## src/rtl/pkoz_consts.svh

```systemverilog
// Constants for the pixel keying, overscan, zoom and check block
// Functional notes
// RULE1: Key = product of (match OR ignore bit) over four channels, XOR invert bit.
// RULE2: A channel matches when low bound <= value <= high bound, inclusive.
// RULE3: Key one shows palette graphics; key zero shows direct color.
// RULE4: VGA port enable picks VGA data for palette compare and keying, else overlay.
// RULE5: Software keys overlay only in overlay modes, VGA only at 1:1 multiplex.
// RULE6: Reset clears the four ignore bits and sets the invert bit.
// RULE7: Palette compare is 8-bit; narrow overlay low, page register fills upper bits.
// RULE8: Narrow direct-color channels are left-aligned, low bits zero, before compare.
// RULE9: Window switch OR key selects palette graphics, overlay or VGA by port enable.
// RULE10: General control bit 6 enables border; bit 7 picks internal timing.
// RULE11: Width pin acts as border strobe only when config bit one set.
// RULE12: External mode: border color when strobe high and blank active.
// RULE13: Internal mode: border color when blank active and both syncs inactive.
// RULE14: Pedestal when strobe high and blank low if border on, else blank low.
// RULE15: Internal blank comes from VGA blank when VGA enabled, else system blank.
// RULE16: Strobe path: two-stage sampling then dot-clock delay matching blank path.
// RULE17: Aux bits 7:5 set zoom 1x..32x; each pixel repeats that many dot clocks.
// RULE18: Software scales load clock ratio by zoom and changes zoom in retrace.
// RULE19: Zoom only on pixel port, forced off while VGA port enabled.
// RULE20: Check runs only in active area, latched at second hsync rise in vsync.
// RULE21: Select 0..23 picks one DAC line; result read as low and high bytes.
// RULE22: Check uses polynomial x^16 + x^15 + x^2 + 1, serial on one line.
// RULE23: Accumulator reseeds to zero at the start of each frame active area.
`ifndef PKOZ_CONSTS_SVH
`define PKOZ_CONSTS_SVH
`define PKOZ_ADDR_KEY_CTRL 12'h000
`define PKOZ_ADDR_KEY_PAL 12'h004
`define PKOZ_ADDR_KEY_RED 12'h008
`define PKOZ_ADDR_KEY_GRN 12'h00c
`define PKOZ_ADDR_KEY_BLU 12'h010
`define PKOZ_ADDR_GEN_CTRL 12'h014
`define PKOZ_ADDR_CONFIG 12'h018
`define PKOZ_ADDR_MUX2 12'h01c
`define PKOZ_ADDR_AUX_CTRL 12'h020
`define PKOZ_ADDR_BORDER 12'h024
`define PKOZ_ADDR_PAGE 12'h028
`define PKOZ_ADDR_LINE_SEL 12'h02c
`define PKOZ_ADDR_RES_LOW 12'h030
`define PKOZ_ADDR_RES_HIGH 12'h034
`define PKOZ_KEY_CTRL_RST 8'h10
`define PKOZ_GEN_BORDER_EN 6
`define PKOZ_GEN_INTERNAL 7
`define PKOZ_CFG_WIDTH 0
`define PKOZ_CFG_STROBE 1
`define PKOZ_MUX2_VGA 7
`define PKOZ_AUX_ZOOM_LSB 5
`define PKOZ_AUX_ZOOM_MSB 7
`define PKOZ_KEY_INVERT 4
`define PKOZ_CRC_POLY 16'h8005
`define PKOZ_LINE_MAX 5'h17
`define PKOZ_PIPE_DEPTH 2
`endif

```

## src/rtl/pkoz_pkg.sv

```systemverilog
// Types for the pixel keying, overscan, zoom and check block
package pkoz_pkg;
  typedef struct packed {
    logic [7:0] red;
    logic [7:0] green;
    logic [7:0] blue;
  } pkoz_rgb_s;
  typedef struct packed {
    logic [7:0] low;
    logic [7:0] high;
  } pkoz_range_s;
  typedef enum logic [1:0] {
    PKOZ_SRC_DIRECT,
    PKOZ_SRC_PALETTE,
    PKOZ_SRC_BORDER
  } pkoz_src_e;
endpackage

```

## src/rtl/pkoz_pixel_path.sv

```systemverilog
// Pixel keying, overscan border, horizontal zoom and line check with APB registers
`timescale 1ns/1ps
`include "pkoz_consts.svh"
module pkoz_pixel_path
  import pkoz_pkg::*;
#(
  parameter int DC_BITS = 8,
  parameter int OL_BITS = 8
) (
  input wire logic sys_clk,
  input wire logic srst,
  input wire logic psel,
  input wire logic penable,
  input wire logic pwrite,
  input wire logic [11:0] paddr,
  input wire logic [31:0] pwdata,
  output logic [31:0] prdata,
  output logic pready,
  output logic pslverr,
  input wire logic [3*DC_BITS-1:0] direct_pixel,
  input wire logic [OL_BITS-1:0] overlay_pixel,
  input wire logic [7:0] vga_pixel,
  input wire pkoz_rgb_s palette_rgb,
  input wire logic window_switch,
  input wire logic border_strobe_in,
  input wire logic system_blank_n,
  input wire logic vga_blank_n,
  input wire logic hsync_n,
  input wire logic vsync_n,
  output pkoz_rgb_s dac_rgb,
  output logic [7:0] palette_index,
  output pkoz_src_e pixel_source,
  output logic pedestal_on,
  output logic pixel_load
);

  // Control registers
  logic [7:0] key_ctrl;
  pkoz_range_s key_pal, key_red, key_grn, key_blu;
  logic [7:0] general_control;
  logic [7:0] config_reg;
  logic [7:0] mux_control_two;
  logic [7:0] auxiliary_control;
  pkoz_rgb_s border_rgb;
  logic [7:0] page_reg;
  logic [4:0] check_line_select;
  logic [15:0] check_result;

  // Two-flop synchronisers for pins
  logic [5:0] pin_s1, pin_s2;
  always_ff @(posedge sys_clk) begin
    pin_s1 <= {border_strobe_in, system_blank_n, vga_blank_n, hsync_n, vsync_n, window_switch};
    pin_s2 <= pin_s1;
  end
  wire strobe_s = pin_s2[5];
  wire sys_bl_n_s = pin_s2[4];
  wire vga_bl_n_s = pin_s2[3];
  wire hs_n_s = pin_s2[2];
  wire vs_n_s = pin_s2[1];
  wire win_s = pin_s2[0];

  // Mode decode
  wire vga_en = mux_control_two[`PKOZ_MUX2_VGA];
  wire border_en = general_control[`PKOZ_GEN_BORDER_EN];
  wire border_internal = general_control[`PKOZ_GEN_INTERNAL];
  wire strobe_cfg = config_reg[`PKOZ_CFG_STROBE];
  wire blank_n_int = vga_en ? vga_bl_n_s : sys_bl_n_s; // RULE15
  wire strobe_sel = strobe_cfg & strobe_s; // RULE11

  // Strobe delayed the same depth as the blank path
  logic [`PKOZ_PIPE_DEPTH-1:0] strobe_dly;
  logic [`PKOZ_PIPE_DEPTH-1:0] blank_dly;
  always_ff @(posedge sys_clk) begin
    strobe_dly <= {strobe_dly[`PKOZ_PIPE_DEPTH-2:0], strobe_sel}; // RULE16
    blank_dly <= {blank_dly[`PKOZ_PIPE_DEPTH-2:0], blank_n_int};
  end
  wire strobe_d = strobe_dly[`PKOZ_PIPE_DEPTH-1];
  wire blank_n_d = blank_dly[`PKOZ_PIPE_DEPTH-1];

  // Zoom: hold each pixel for 2^factor dot clocks, one dot clock for factors 6 and 7
  logic [4:0] zoom_cnt;
  wire [2:0] zoom_code = vga_en ? 3'h0 : auxiliary_control[7:5]; // RULE19
  wire [5:0] zoom_len = (zoom_code > 3'h5) ? 6'h01 : (6'h01 << zoom_code); // RULE17
  wire zoom_take = ({1'b0, zoom_cnt} == zoom_len - 6'h01);
  always_ff @(posedge sys_clk) begin
    if (srst) begin
      zoom_cnt <= 5'h00;
    end else begin
      zoom_cnt <= zoom_take ? 5'h00 : zoom_cnt + 5'h01;
    end
  end
  logic [3*DC_BITS-1:0] direct_held;
  always_ff @(posedge sys_clk) begin
    if (srst) begin
      direct_held <= '0;
    end else if (zoom_take || vga_en) begin
      direct_held <= direct_pixel; // RULE17
    end
  end

  // Left-align direct color channels
  function automatic logic [7:0] align_chan(input logic [DC_BITS-1:0] v);
    logic [7:0] r;
    r = 8'h00;
    r[7 -: DC_BITS] = v;
    return r;
  endfunction
  wire [7:0] red8 = align_chan(direct_held[3*DC_BITS-1 -: DC_BITS]); // RULE8
  wire [7:0] grn8 = align_chan(direct_held[2*DC_BITS-1 -: DC_BITS]); // RULE8
  wire [7:0] blu8 = align_chan(direct_held[DC_BITS-1:0]); // RULE8

  // Overlay paged into 8 bits
  logic [7:0] ol8;
  always_comb begin
    ol8 = page_reg;
    ol8[OL_BITS-1:0] = overlay_pixel; // RULE7
  end
  wire [7:0] pal_val = vga_en ? vga_pixel : ol8; // RULE4

  function automatic logic in_range(input logic [7:0] v, input pkoz_range_s r);
    return (v >= r.low) && (v <= r.high);
  endfunction
  wire palette_chan_match = in_range(pal_val, key_pal); // RULE2
  wire red_match = in_range(red8, key_red); // RULE2
  wire grn_match = in_range(grn8, key_grn); // RULE2
  wire blu_match = in_range(blu8, key_blu); // RULE2
  wire key_ignore_palette_chan = key_ctrl[0];
  wire key_ignore_red = key_ctrl[1];
  wire key_ignore_green = key_ctrl[2];
  wire key_ignore_blue = key_ctrl[3];
  wire key_invert = key_ctrl[`PKOZ_KEY_INVERT];
  wire key_decision = ((palette_chan_match | key_ignore_palette_chan)
                       & (red_match | key_ignore_red) & (grn_match | key_ignore_green)
                       & (blu_match | key_ignore_blue)) ^ key_invert; // RULE1
  wire use_palette = key_decision | win_s; // RULE3 RULE9

  // Border area
  wire border_ext = ~border_internal & strobe_d & ~blank_n_d; // RULE12
  wire border_int = border_internal & ~blank_n_d & hs_n_s & vs_n_s; // RULE13
  wire border_on = border_en & (border_ext | border_int); // RULE10
  wire next_pedestal = border_en ? (strobe_d & ~blank_n_d) : ~blank_n_d; // RULE14

  pkoz_src_e next_src;
  pkoz_rgb_s next_rgb;
  always_comb begin
    next_src = PKOZ_SRC_DIRECT;
    next_rgb = '{red: red8, green: grn8, blue: blu8};
    if (border_on) begin
      next_src = PKOZ_SRC_BORDER;
      next_rgb = border_rgb;
    end else if (use_palette) begin
      next_src = PKOZ_SRC_PALETTE; // RULE9
      next_rgb = palette_rgb;
    end
  end

  // Registered pixel outputs
  always_ff @(posedge sys_clk) begin
    if (srst) begin
      dac_rgb <= '0;
      pixel_source <= PKOZ_SRC_DIRECT;
      pedestal_on <= 1'b0;
      palette_index <= 8'h00;
      pixel_load <= 1'b0;
    end else begin
      dac_rgb <= next_rgb;
      pixel_source <= next_src;
      pedestal_on <= next_pedestal;
      palette_index <= pal_val;
      pixel_load <= zoom_take;
    end
  end

  // Line check: serial polynomial on one DAC line
  wire [23:0] dac_lines = {next_rgb.blue, next_rgb.green, next_rgb.red}; // Aligned with blank_n_d
  wire check_bit = (check_line_select <= `PKOZ_LINE_MAX) ? dac_lines[check_line_select] : 1'b0;
  logic [15:0] check_acc;
  logic in_active, vs_prev, hs_prev;
  logic [1:0] hs_rise_cnt;
  wire active_now = blank_n_d;
  wire vs_start = ~vs_n_s & vs_prev;
  wire hs_rise = ~hs_n_s & hs_prev;
  wire fb = check_acc[15] ^ check_bit;
  wire [15:0] next_check = {check_acc[14:0], 1'b0} ^ (fb ? `PKOZ_CRC_POLY : 16'h0000); // RULE22
  always_ff @(posedge sys_clk) begin
    if (srst) begin
      check_acc <= 16'h0000;
      check_result <= 16'h0000;
      hs_rise_cnt <= 2'h0;
      vs_prev <= 1'b0;
      hs_prev <= 1'b0;
      in_active <= 1'b0;
    end else begin
      vs_prev <= vs_n_s;
      hs_prev <= hs_n_s;
      in_active <= in_active | active_now;
      if (vs_start) begin
        hs_rise_cnt <= 2'h0;
      end else if (~vs_n_s && hs_rise && hs_rise_cnt != 2'h2) begin
        hs_rise_cnt <= hs_rise_cnt + 2'h1;
        if (hs_rise_cnt == 2'h1) begin
          check_result <= check_acc; // RULE20
          in_active <= 1'b0;
        end
      end
      if (active_now && !in_active) begin
        check_acc <= check_bit ? `PKOZ_CRC_POLY : 16'h0000; // RULE23
      end else if (active_now) begin
        check_acc <= next_check; // RULE20
      end
    end
  end

  // APB slave: one wait-free access phase
  wire wr = psel & penable & pwrite;
  logic [31:0] rd_mux;
  always_comb begin
    rd_mux = 32'h0000_0000;
    unique case (paddr)
      `PKOZ_ADDR_KEY_CTRL: rd_mux = {24'h0, key_ctrl};
      `PKOZ_ADDR_KEY_PAL: rd_mux = {16'h0, key_pal};
      `PKOZ_ADDR_KEY_RED: rd_mux = {16'h0, key_red};
      `PKOZ_ADDR_KEY_GRN: rd_mux = {16'h0, key_grn};
      `PKOZ_ADDR_KEY_BLU: rd_mux = {16'h0, key_blu};
      `PKOZ_ADDR_GEN_CTRL: rd_mux = {24'h0, general_control};
      `PKOZ_ADDR_CONFIG: rd_mux = {24'h0, config_reg};
      `PKOZ_ADDR_MUX2: rd_mux = {24'h0, mux_control_two};
      `PKOZ_ADDR_AUX_CTRL: rd_mux = {24'h0, auxiliary_control};
      `PKOZ_ADDR_BORDER: rd_mux = {8'h0, border_rgb};
      `PKOZ_ADDR_PAGE: rd_mux = {24'h0, page_reg};
      `PKOZ_ADDR_LINE_SEL: rd_mux = {27'h0, check_line_select};
      `PKOZ_ADDR_RES_LOW: rd_mux = {24'h0, check_result[7:0]}; // RULE21
      `PKOZ_ADDR_RES_HIGH: rd_mux = {24'h0, check_result[15:8]}; // RULE21
      default: rd_mux = 32'h0000_0000;
    endcase
  end
  wire addr_ok = (paddr[1:0] == 2'h0) && (paddr <= `PKOZ_ADDR_RES_HIGH);

  // Write strobes, one for each writable register
  wire wr_key_ctrl = wr && (paddr == `PKOZ_ADDR_KEY_CTRL);
  wire wr_key_pal = wr && (paddr == `PKOZ_ADDR_KEY_PAL);
  wire wr_key_red = wr && (paddr == `PKOZ_ADDR_KEY_RED);
  wire wr_key_grn = wr && (paddr == `PKOZ_ADDR_KEY_GRN);
  wire wr_key_blu = wr && (paddr == `PKOZ_ADDR_KEY_BLU);
  wire wr_gen_ctrl = wr && (paddr == `PKOZ_ADDR_GEN_CTRL);
  wire wr_config = wr && (paddr == `PKOZ_ADDR_CONFIG);
  wire wr_mux2 = wr && (paddr == `PKOZ_ADDR_MUX2);
  wire wr_aux_ctrl = wr && (paddr == `PKOZ_ADDR_AUX_CTRL);
  wire wr_border = wr && (paddr == `PKOZ_ADDR_BORDER);
  wire wr_page = wr && (paddr == `PKOZ_ADDR_PAGE);
  wire wr_line_sel = wr && (paddr == `PKOZ_ADDR_LINE_SEL);
  // Key control: ignore bits clear and invert set, so palette shows after reset
  always_ff @(posedge sys_clk) begin
    if (srst) begin
      key_ctrl <= `PKOZ_KEY_CTRL_RST; // RULE6
    end else if (wr_key_ctrl) begin
      key_ctrl <= {3'h0, pwdata[4:0]};
    end
  end
  // Palette channel key range
  always_ff @(posedge sys_clk) begin
    if (srst) begin
      key_pal <= '0;
    end else if (wr_key_pal) begin
      key_pal <= pwdata[15:0];
    end
  end
  // Red key range
  always_ff @(posedge sys_clk) begin
    if (srst) begin
      key_red <= '0;
    end else if (wr_key_red) begin
      key_red <= pwdata[15:0];
    end
  end
  // Green key range
  always_ff @(posedge sys_clk) begin
    if (srst) begin
      key_grn <= '0;
    end else if (wr_key_grn) begin
      key_grn <= pwdata[15:0];
    end
  end
  // Blue key range
  always_ff @(posedge sys_clk) begin
    if (srst) begin
      key_blu <= '0;
    end else if (wr_key_blu) begin
      key_blu <= pwdata[15:0];
    end
  end
  // General control: border enable and border timing source
  always_ff @(posedge sys_clk) begin
    if (srst) begin
      general_control <= 8'h00;
    end else if (wr_gen_ctrl) begin
      general_control <= pwdata[7:0];
    end
  end
  // Configuration: strobe pin function
  always_ff @(posedge sys_clk) begin
    if (srst) begin
      config_reg <= 8'h00;
    end else if (wr_config) begin
      config_reg <= pwdata[7:0];
    end
  end
  // Mux control two: VGA port enable
  always_ff @(posedge sys_clk) begin
    if (srst) begin
      mux_control_two <= 8'h00;
    end else if (wr_mux2) begin
      mux_control_two <= pwdata[7:0];
    end
  end
  // Auxiliary control: zoom factor
  always_ff @(posedge sys_clk) begin
    if (srst) begin
      auxiliary_control <= 8'h00;
    end else if (wr_aux_ctrl) begin
      auxiliary_control <= pwdata[7:0];
    end
  end
  // Border colour
  always_ff @(posedge sys_clk) begin
    if (srst) begin
      border_rgb <= '0;
    end else if (wr_border) begin
      border_rgb <= pwdata[23:0];
    end
  end
  // Palette page for narrow overlay data
  always_ff @(posedge sys_clk) begin
    if (srst) begin
      page_reg <= 8'h00;
    end else if (wr_page) begin
      page_reg <= pwdata[7:0];
    end
  end
  // Checked DAC line select
  always_ff @(posedge sys_clk) begin
    if (srst) begin
      check_line_select <= 5'h00;
    end else if (wr_line_sel) begin
      check_line_select <= pwdata[4:0]; // RULE21
    end
  end

  // Read data and response registered in the setup cycle
  always_ff @(posedge sys_clk) begin
    if (srst) begin
      prdata <= 32'h0000_0000;
      pready <= 1'b0;
      pslverr <= 1'b0;
    end else begin
      pready <= psel & ~penable;
      pslverr <= psel & ~penable & ~addr_ok;
      prdata <= (psel & ~penable & ~pwrite) ? rd_mux : 32'h0000_0000;
    end
  end

endmodule // pkoz_pixel_path

```

## config.mk

```make
export PLATFORM = sky130hd
export DESIGN_NAME = pkoz_pixel_path
export DESIGN_NICKNAME = d
export VERILOG_FILES = /design/src/rtl/pkoz_pkg.sv /design/src/rtl/pkoz_pixel_path.sv
export VERILOG_INCLUDE_DIRS = /design/src /design/src/rtl
export SDC_FILE = /design/constraint.sdc
export NUM_CORES = 1
export LEC_CHECK = 0
export BUFFER_PORTS_ARGS = -buffer_cell sky130_fd_sc_hd__buf_2
export CORE_ASPECT_RATIO = 1.1
export CORE_MARGIN = 10
export CORE_UTILIZATION = 25
export CTS_CLUSTER_SIZE = 12
export DETAILED_ROUTE_END_ITERATION = 7
export PLACE_DENSITY_LB_ADDON = 0.15
export SYNTH_ARGS = -nofsm -noshare
export SYNTH_HDL_FRONTEND = slang
export SYNTH_SLANG_ARGS = --single-unit
```

## constraint.sdc

```tcl
create_clock -name sys_clk -period 5.1 [get_ports sys_clk]
set_clock_uncertainty 0.05 [all_clocks]
set_input_delay 1.02 -clock sys_clk [delete_from_list [all_inputs] [get_ports sys_clk]]
set_output_delay 1.02 -clock sys_clk [all_outputs]
set_load 0.02 [all_outputs]
```

# Word-level counts from Yosys, hierarchy flattened
# Cells that the tools add are included.
word_totals:
  inputBits: 119
  ff_bits: 290
  wordCells: 160
classes:
  shift: 1
  n_bitwise: 37
  n_addsub: 3
  n_lt_le_gt_ge: 12
  n_mux: 20
  n_reduce_logical: 30
  eq_ne: 16
ops:
  columns: ["operator", "count"]
  rows:
  - ["24-bit case mux with 14 select lines", 1]
  - ["12-bit by 6-bit == test with 1-bit output (second input constant)", 6]
  - ["16-bit two-way mux", 4]
  - ["12-bit by 5-bit == test with 1-bit output (second input constant)", 4]
  - ["24-bit two-way mux", 2]
  - ["8-bit >= comparator", 4]
  - ["8-bit less-or-equal comparator", 4]
  - ["12-bit by 4-bit == test with 1-bit output (second input constant)", 2]
  - ["1-bit logical AND", 20]
  - ["1-bit bitwise AND", 18]
  - ["16-bit bitwise XOR", 1]
  - ["12-bit by 3-bit == test with 1-bit output (second input constant)", 1]
  - ["12-bit by 6-bit less-or-equal comparator with 1-bit output (second input constant)", 1]
  - ["12-bit logical NOT", 1]
  - ["1-bit NOT", 9]
  - ["1-bit two-way mux", 8]
  - ["8-bit two-way mux", 1]
  - ["2-bit OR reduction", 4]
  - ["1-bit bitwise OR", 7]
  - ["5-bit by 6-bit == test with 1-bit output", 1]
  - ["5-bit by 6-bit < comparator with 1-bit output (second input constant)", 1]
  - ["6-bit two-way mux", 1]
  - ["1-bit by 3-bit left shift with 6-bit output (first input constant)", 1]
  - ["6-bit by 1-bit subtractor with 6-bit output (second input constant)", 1]
  - ["15 further kinds", 16]

# Longest topological paths before layout
logic_depth:
  depth_word: 19
  ltp_mapped: 18

# Worst setup path before layout
# OpenSTA, ideal clock, no wires.
synth_path:
  path_type: "input-to-reg"
  from: "input port vga_pixel[1]"
  to: "register check_acc[15]"
  arrival_ps: 4754
  setup_time_ps: 74
  stages: 15
  setup_slack_ps: 222
  t_required_ps: 4976
  path_cell_list: "mux2_2 -> ha_1 -> nor2b_1 -> o211ai_1 -> a211oi_1 -> o31a_1 -> or4_4 -> buf_6 -> a41oi_1 -> a21oi_1 -> mux4_2 -> a2111oi_4 -> o311a_4 -> mux2_1 -> a31oi_1"
synth_via:
  elab_chain_cells: 19
synth_rtl:
  columns: ["item", "line", "rtl"]
  rows:
  - ["start, declared", "pkoz_pixel_path.sv:22", "input wire logic [7:0] vga_pixel,"]
  - ["8-bit two-way mux *", "pkoz_pixel_path.sv:118", "wire [7:0] pal_val = vga_en ? vga_pixel : ol8;"]
  - ["8-bit >= comparator or 8-bit less-or-equal comparator (tied branches)", "pkoz_pixel_path.sv:121", "return (v >= r.low) && (v <= r.high);"]
  - ["1-bit logical AND *", "pkoz_pixel_path.sv:121", null]
  - ["1-bit bitwise OR *", "pkoz_pixel_path.sv:132", "wire key_decision = ((palette_chan_match | key_ignore_palette_chan)"]
  - ["1-bit bitwise AND * (2 in series)", "pkoz_pixel_path.sv:133", "& (red_match | key_ignore_red) & (grn_match | key_ignore_green)"]
  - ["1-bit bitwise AND *", "pkoz_pixel_path.sv:134", "& (blu_match | key_ignore_blue)) ^ key_invert;"]
  - ["1-bit bitwise XOR *", "pkoz_pixel_path.sv:134", null]
  - ["1-bit bitwise OR *", "pkoz_pixel_path.sv:135", "wire use_palette = key_decision | win_s;"]
  - ["[... 2 more ...]", null, null]
  - ["1-bit binary-select mux with 5-bit select *", "pkoz_pixel_path.sv:176", "wire check_bit = (check_line_select <= `PKOZ_LINE_MAX) ? dac_lines[check_line_select] : 1'b0;"]
  - ["1-bit two-way mux (not written as such) *", "pkoz_pixel_path.sv:176", null]
  - ["1-bit two-way mux *", "pkoz_pixel_path.sv:176", null]
  - ["1-bit bitwise XOR", "pkoz_pixel_path.sv:183", "wire fb = check_acc[15] ^ check_bit;"]
  - ["16-bit two-way mux", "pkoz_pixel_path.sv:184", "wire [15:0] next_check = {check_acc[14:0], 1'b0} ^ (fb ? `PKOZ_CRC_POLY : 16'h0000);"]
  - ["16-bit bitwise XOR", "pkoz_pixel_path.sv:184", null]
  - ["16-bit two-way mux", "pkoz_pixel_path.sv:208", "end else if (active_now) begin"]
  - ["16-bit two-way mux *", "pkoz_pixel_path.sv:206", "if (active_now && !in_active) begin"]
  - ["end signal, assigned", "pkoz_pixel_path.sv:207", "check_acc <= check_bit ? `PKOZ_CRC_POLY : 16'h0000;"]
  - ["end signal, assigned", "pkoz_pixel_path.sv:209", "check_acc <= next_check;"]
  - ["end, declared", "pkoz_pixel_path.sv:177", "logic [15:0] check_acc;"]
# Every way passes the cells marked *; elsewhere a longest branch is shown, timed or not. The select of a mux whose other input is x is not followed.
# A chain may end at the register's enable or synchronous reset.

# Final worst setup path
layout_path:
  from: "register mux_control_two[7]"
  to: "register check_acc[15]"
layout_via:
  elab_chain_cells: 19
layout_rtl:
  columns: ["item", "line", "rtl"]
  rows:
  - ["start, declared", "pkoz_pixel_path.sv:42", "logic [7:0] mux_control_two;"]
  - ["start signal, assigned", "pkoz_pixel_path.sv:313", "mux_control_two <= pwdata[7:0];"]
  - ["8-bit two-way mux *", "pkoz_pixel_path.sv:118", null]
  - ["net pal_val[1]", "pkoz_pixel_path.sv:118", null]
  - ["8-bit >= comparator or 8-bit less-or-equal comparator (tied branches)", "pkoz_pixel_path.sv:121", null]
  - ["1-bit logical AND *", "pkoz_pixel_path.sv:121", null]
  - ["1-bit bitwise OR *", "pkoz_pixel_path.sv:132", null]
  - ["1-bit bitwise AND * (2 in series)", "pkoz_pixel_path.sv:133", null]
  - ["1-bit bitwise AND *", "pkoz_pixel_path.sv:134", null]
  - ["1-bit bitwise XOR *", "pkoz_pixel_path.sv:134", null]
  - ["[... 3 more ...]", null, null]
  - ["1-bit binary-select mux with 5-bit select *", "pkoz_pixel_path.sv:176", null]
  - ["1-bit two-way mux (not written as such) *", "pkoz_pixel_path.sv:176", null]
  - ["1-bit two-way mux *", "pkoz_pixel_path.sv:176", null]
  - ["1-bit bitwise XOR", "pkoz_pixel_path.sv:183", null]
  - ["16-bit two-way mux", "pkoz_pixel_path.sv:184", null]
  - ["16-bit bitwise XOR", "pkoz_pixel_path.sv:184", null]
  - ["16-bit two-way mux", "pkoz_pixel_path.sv:208", null]
  - ["16-bit two-way mux *", "pkoz_pixel_path.sv:206", null]
# The timed path passes the listed nets; every way through them passes the cells marked *. The select of a mux whose other input is x is not followed.

==> impl_metrics.yaml <==
worst_hold_path:
  worst_hold_path.endpoint: "pin_s2[3]"
  hold_path_depth: 0
  hold_path_startpoint: "pin_s1[3]"
  min_path_type: "reg -> reg"
cts:
  clk_pin_slew_worst_paths_ns: 0.05
  cts_setup_buffers: 0
  cts_made_buffers: 36
  clock_insertion_delay_worst_skew_ns: 0.56
  cts.sink_count: 282
  holdBufCountCts: 0
  tritoncts_clock_tree: "done"
  clock-root-buffer: "sky130_fd_sc_hd__clkbuf_16"
  clockBufferDepth: 3
  h-tree-depth: 2
  cts_resized: 0
power_and_ir_drop:
  peakVddDrop_uv: 194
  swShare: 0.241
  cell_internal_pwr_uw: 3950
  power_density_nw_per_um2: 323
  comb_power_share: 0.069
  seq_power_share: 0.436
  pwr-share-clk: 0.495
  p_total_uw: 5210
  switching_power_uw: 1260
  leakage_power_total_uw: 0.00602
sta:
  fmaxAchievable_ghz: 0.207
  min_period_over_period: 0.948
  slew_headroom: 0.282
  finalHoldWorstSlack_ns: 0.275
  worst-slew-pin-transition_ns: 1.08
  finalMaxSlewViolations: 0
  period_minus_ws_final_ns: 4.83
  timing.final.setup_violations: 0
  report.final.hold_viol_count: 0
  rsz0062_at_grt: "no"
synthesis:
  syn-mean-instance-area_um2: 8.35
  yosys.area_share.simple: 0.194
  post_synth_edffs: 0
  postSynthRegisterBits: 282
  post_synth_xor_area_fraction: 0.00673
  ys_async_sr_fraction: 0
  post_synth_main_area_contributors: "sky130_fd_sc_hd__dfxtp_1 (43%), sky130_fd_sc_hd__nand2_1 (8.5%), sky130_fd_sc_hd__a21oi_1 (7.0%)"
  synth.mux.area_fraction: 0.0733
  synth_compound_area_frac: 0.168
  synth-adder-area-share: 0.0664
  yosysUniqueCellTypes: 66
  synth-warning-count: 0
  largest_family_of_logic_cells_by_synthesized_area: "simple AND/OR/NAND/NOR gates"
  yosys.area.top_type_share: 0.434
  netlist.top_cell.by_area: "sky130_fd_sc_hd__dfxtp_1"
  synth.cell_area_um2: 13000
  ys.flop_type: "sky130_fd_sc_hd__dfxtp_1"
  synth.yosys.seq_area_share: 0.434
  synth_cells: 1559
worst_setup_path:
  cp_num_cells: 14
  worst-endpoint-arrival_ns: 5.23
  path_cells: "mux2_2 -> ha_1 -> nor2b_1 -> o211ai_1 -> a211oi_1 -> o31a_1 -> or4_4 -> a41oi_1 -> a21oi_1 -> mux4_2 -> a2111oi_4 -> o311a_4 -> mux2_1 -> a31oi_1"
  nature_of_the_critical_path_startpoint: "flip-flop"
  worst_r2r_path_depth: 14
  crit_required_ns: 5.50
  timing.setup.critical_path_class: "reg -> reg"
  regToRegEndpoint: "check_acc[15]"
  critical_path_peak_fanout: 9
  slowest_stage: "sky130_fd_sc_hd__or4_4"
  path_delay_family: "compound AO/OA/AOI/OAI gates"
  worst_path_largest_cell_delay_ns: 0.60
  timing.reg2reg.setup_slack_ns: 0.27
  cp_num_buf_inv: 0
  regToRegStartpoint: "mux_control_two[7]"
  cp-end-kind: "flip-flop"
place:
  globalplace.congestion: 0.829
  placedInstanceArea_um2: 15000
  buffer_ports.inserted: 172
  post-dp-hpwl_um: 38100
floorplanning:
  floorplan.initialDensity: 0.253
  core_area_um2: 51400
  i_o_pin_count: 189
  std_cell_rows: 87
  die_w_um: 238
  design.die.area_um2: 61600
  die_height_um: 259
route:
  wl_per_cell_um: 20.8
  route.antenna.remaining_nets: 0
  drtIter0Drc: 865
  via_count: 11800
  drt_pre_antenna_iters: 6
  routed_wirelength_um: 50700
  drcViolationCount: 0
  viasPerCell: 4.83
grt:
  number_of_global_route_vias_before_repair: 11900
  grt_pass1_wl_um: 74900
  grt_antenna_before_repair: 1
  gr-usage-all-layers: 0.161
  global_route.overflow_total: 0
  grt_start_max_net_pins: 188
final_layout:
  area_added_between_synthesis_and_finish_pct: 24.2
  stdcell_area_um2: 16200
  num-fill-cells: 5493
  antenna_cells: 0
  commonest_non_fill_non_tap_cell_in_the_layout: "sky130_fd_sc_hd__nand2_1"
  drive_above_1_share: 0.193
  fin_nets: 1938
  most-common-layout-cells: "sky130_fd_sc_hd__nand2_1 (296), sky130_fd_sc_hd__dfxtp_1 (281), sky130_fd_sc_hd__a21oi_1 (183), sky130_fd_sc_hd__buf_2 (171), sky130_fd_sc_hd__nor2_1 (114)"
status:
  outcome: "finished clean"
run:
  drv_cap: 0
-- final cells by class --
class                   instances  area [µm²]  share of cell area
repair buffers                253        1500              0.0928
flip-flops and latches        282        5650               0.349
well taps                     667         835              0.0516
clock inverters                11         148             0.00914
clock buffers                  51        1040              0.0643
inverters                      79         297              0.0184
multi-input cells            1098        6700               0.414
-- per-layer routing --
layer | share of wire | vias up | global-route usage
met3 | 0.041 | 87 | 0.0236
met1 | 0.42 | 5624 | 0.192
met2 | 0.50 | 289 | 0.283
li1 | - | 5785 | -
met4 | 0.036 | 2 | 0.0677
met5 | 0.00034 | - | 0
-- power groups by stage --
| stage | Combinational, µW | Clock, µW | Sequential, µW |
|---|---|---|---|
| floorplan | 185 | 0 | 2320 |
| global placement | 357 | 0 | 2320 |
| detailed placement | 362 | 0 | 2320 |
| CTS | 363 | 2670 | 2270 |
| global route | 394 | 2740 | 2280 |
| finish | 358 | 2580 | 2270 |
-- Yosys cell counts, types with 7 or more instances --
library cell               instances
sky130_fd_sc_hd__nand2_1         296
sky130_fd_sc_hd__dfxtp_1         282
sky130_fd_sc_hd__a21oi_1         183
sky130_fd_sc_hd__nor2_1          114
sky130_fd_sc_hd__clkbuf_1         89
sky130_fd_sc_hd__inv_1            78
sky130_fd_sc_hd__ha_1             69
sky130_fd_sc_hd__mux2i_1          66
sky130_fd_sc_hd__nand3_1          59
sky130_fd_sc_hd__nor2b_1          34
sky130_fd_sc_hd__a22oi_1          27
sky130_fd_sc_hd__a41oi_1          19
sky130_fd_sc_hd__a31oi_1          18
sky130_fd_sc_hd__o21ai_0          18
sky130_fd_sc_hd__nor3_1           17
sky130_fd_sc_hd__mux2_2           15
sky130_fd_sc_hd__a221oi_1         13
sky130_fd_sc_hd__and2_1           10
sky130_fd_sc_hd__nand4_1          10
sky130_fd_sc_hd__a211oi_1          9
sky130_fd_sc_hd__nand2b_1          9
sky130_fd_sc_hd__buf_4             8
sky130_fd_sc_hd__a22o_1            7
-- metrics by stage --
step	TNS [ns]	utilization	setup slack, ns	std cells
after global placement	-0.431	0.291	-0.171	2379
after global routing	0	0.315	0.00678	2441
after CTS	0	0.314	0.0737	2441
after detailed placement	-0.712	0.291	-0.291	2379
final	0	0.315	0.267	2441
after floorplan	0	-	0.222	1566
-- worst max-delay path by stage --
stage | endpoint | slack [ns] | from
after floorplan | check_acc[15] | 0.22 | vga_pixel[1]
after global placement | check_acc[15] | -0.17 | vga_pixel[1]
after detailed placement | check_acc[15] | -0.29 | vga_pixel[1]
after CTS | check_acc[15] | 0.07 | mux_control_two[7]
after global routing | check_acc[15] | 0.007 | mux_control_two[7]
final | check_acc[15] | 0.27 | mux_control_two[7]
-- logic make-up after synthesis --
family	Yosys count
compound gates	345
xor+xnor	10
fa+ha+maj	69
buf+inv	186
flops	282
mux	87
other cells	1
simple gates	579
Note: power is estimated with default switching activity, not from simulation.
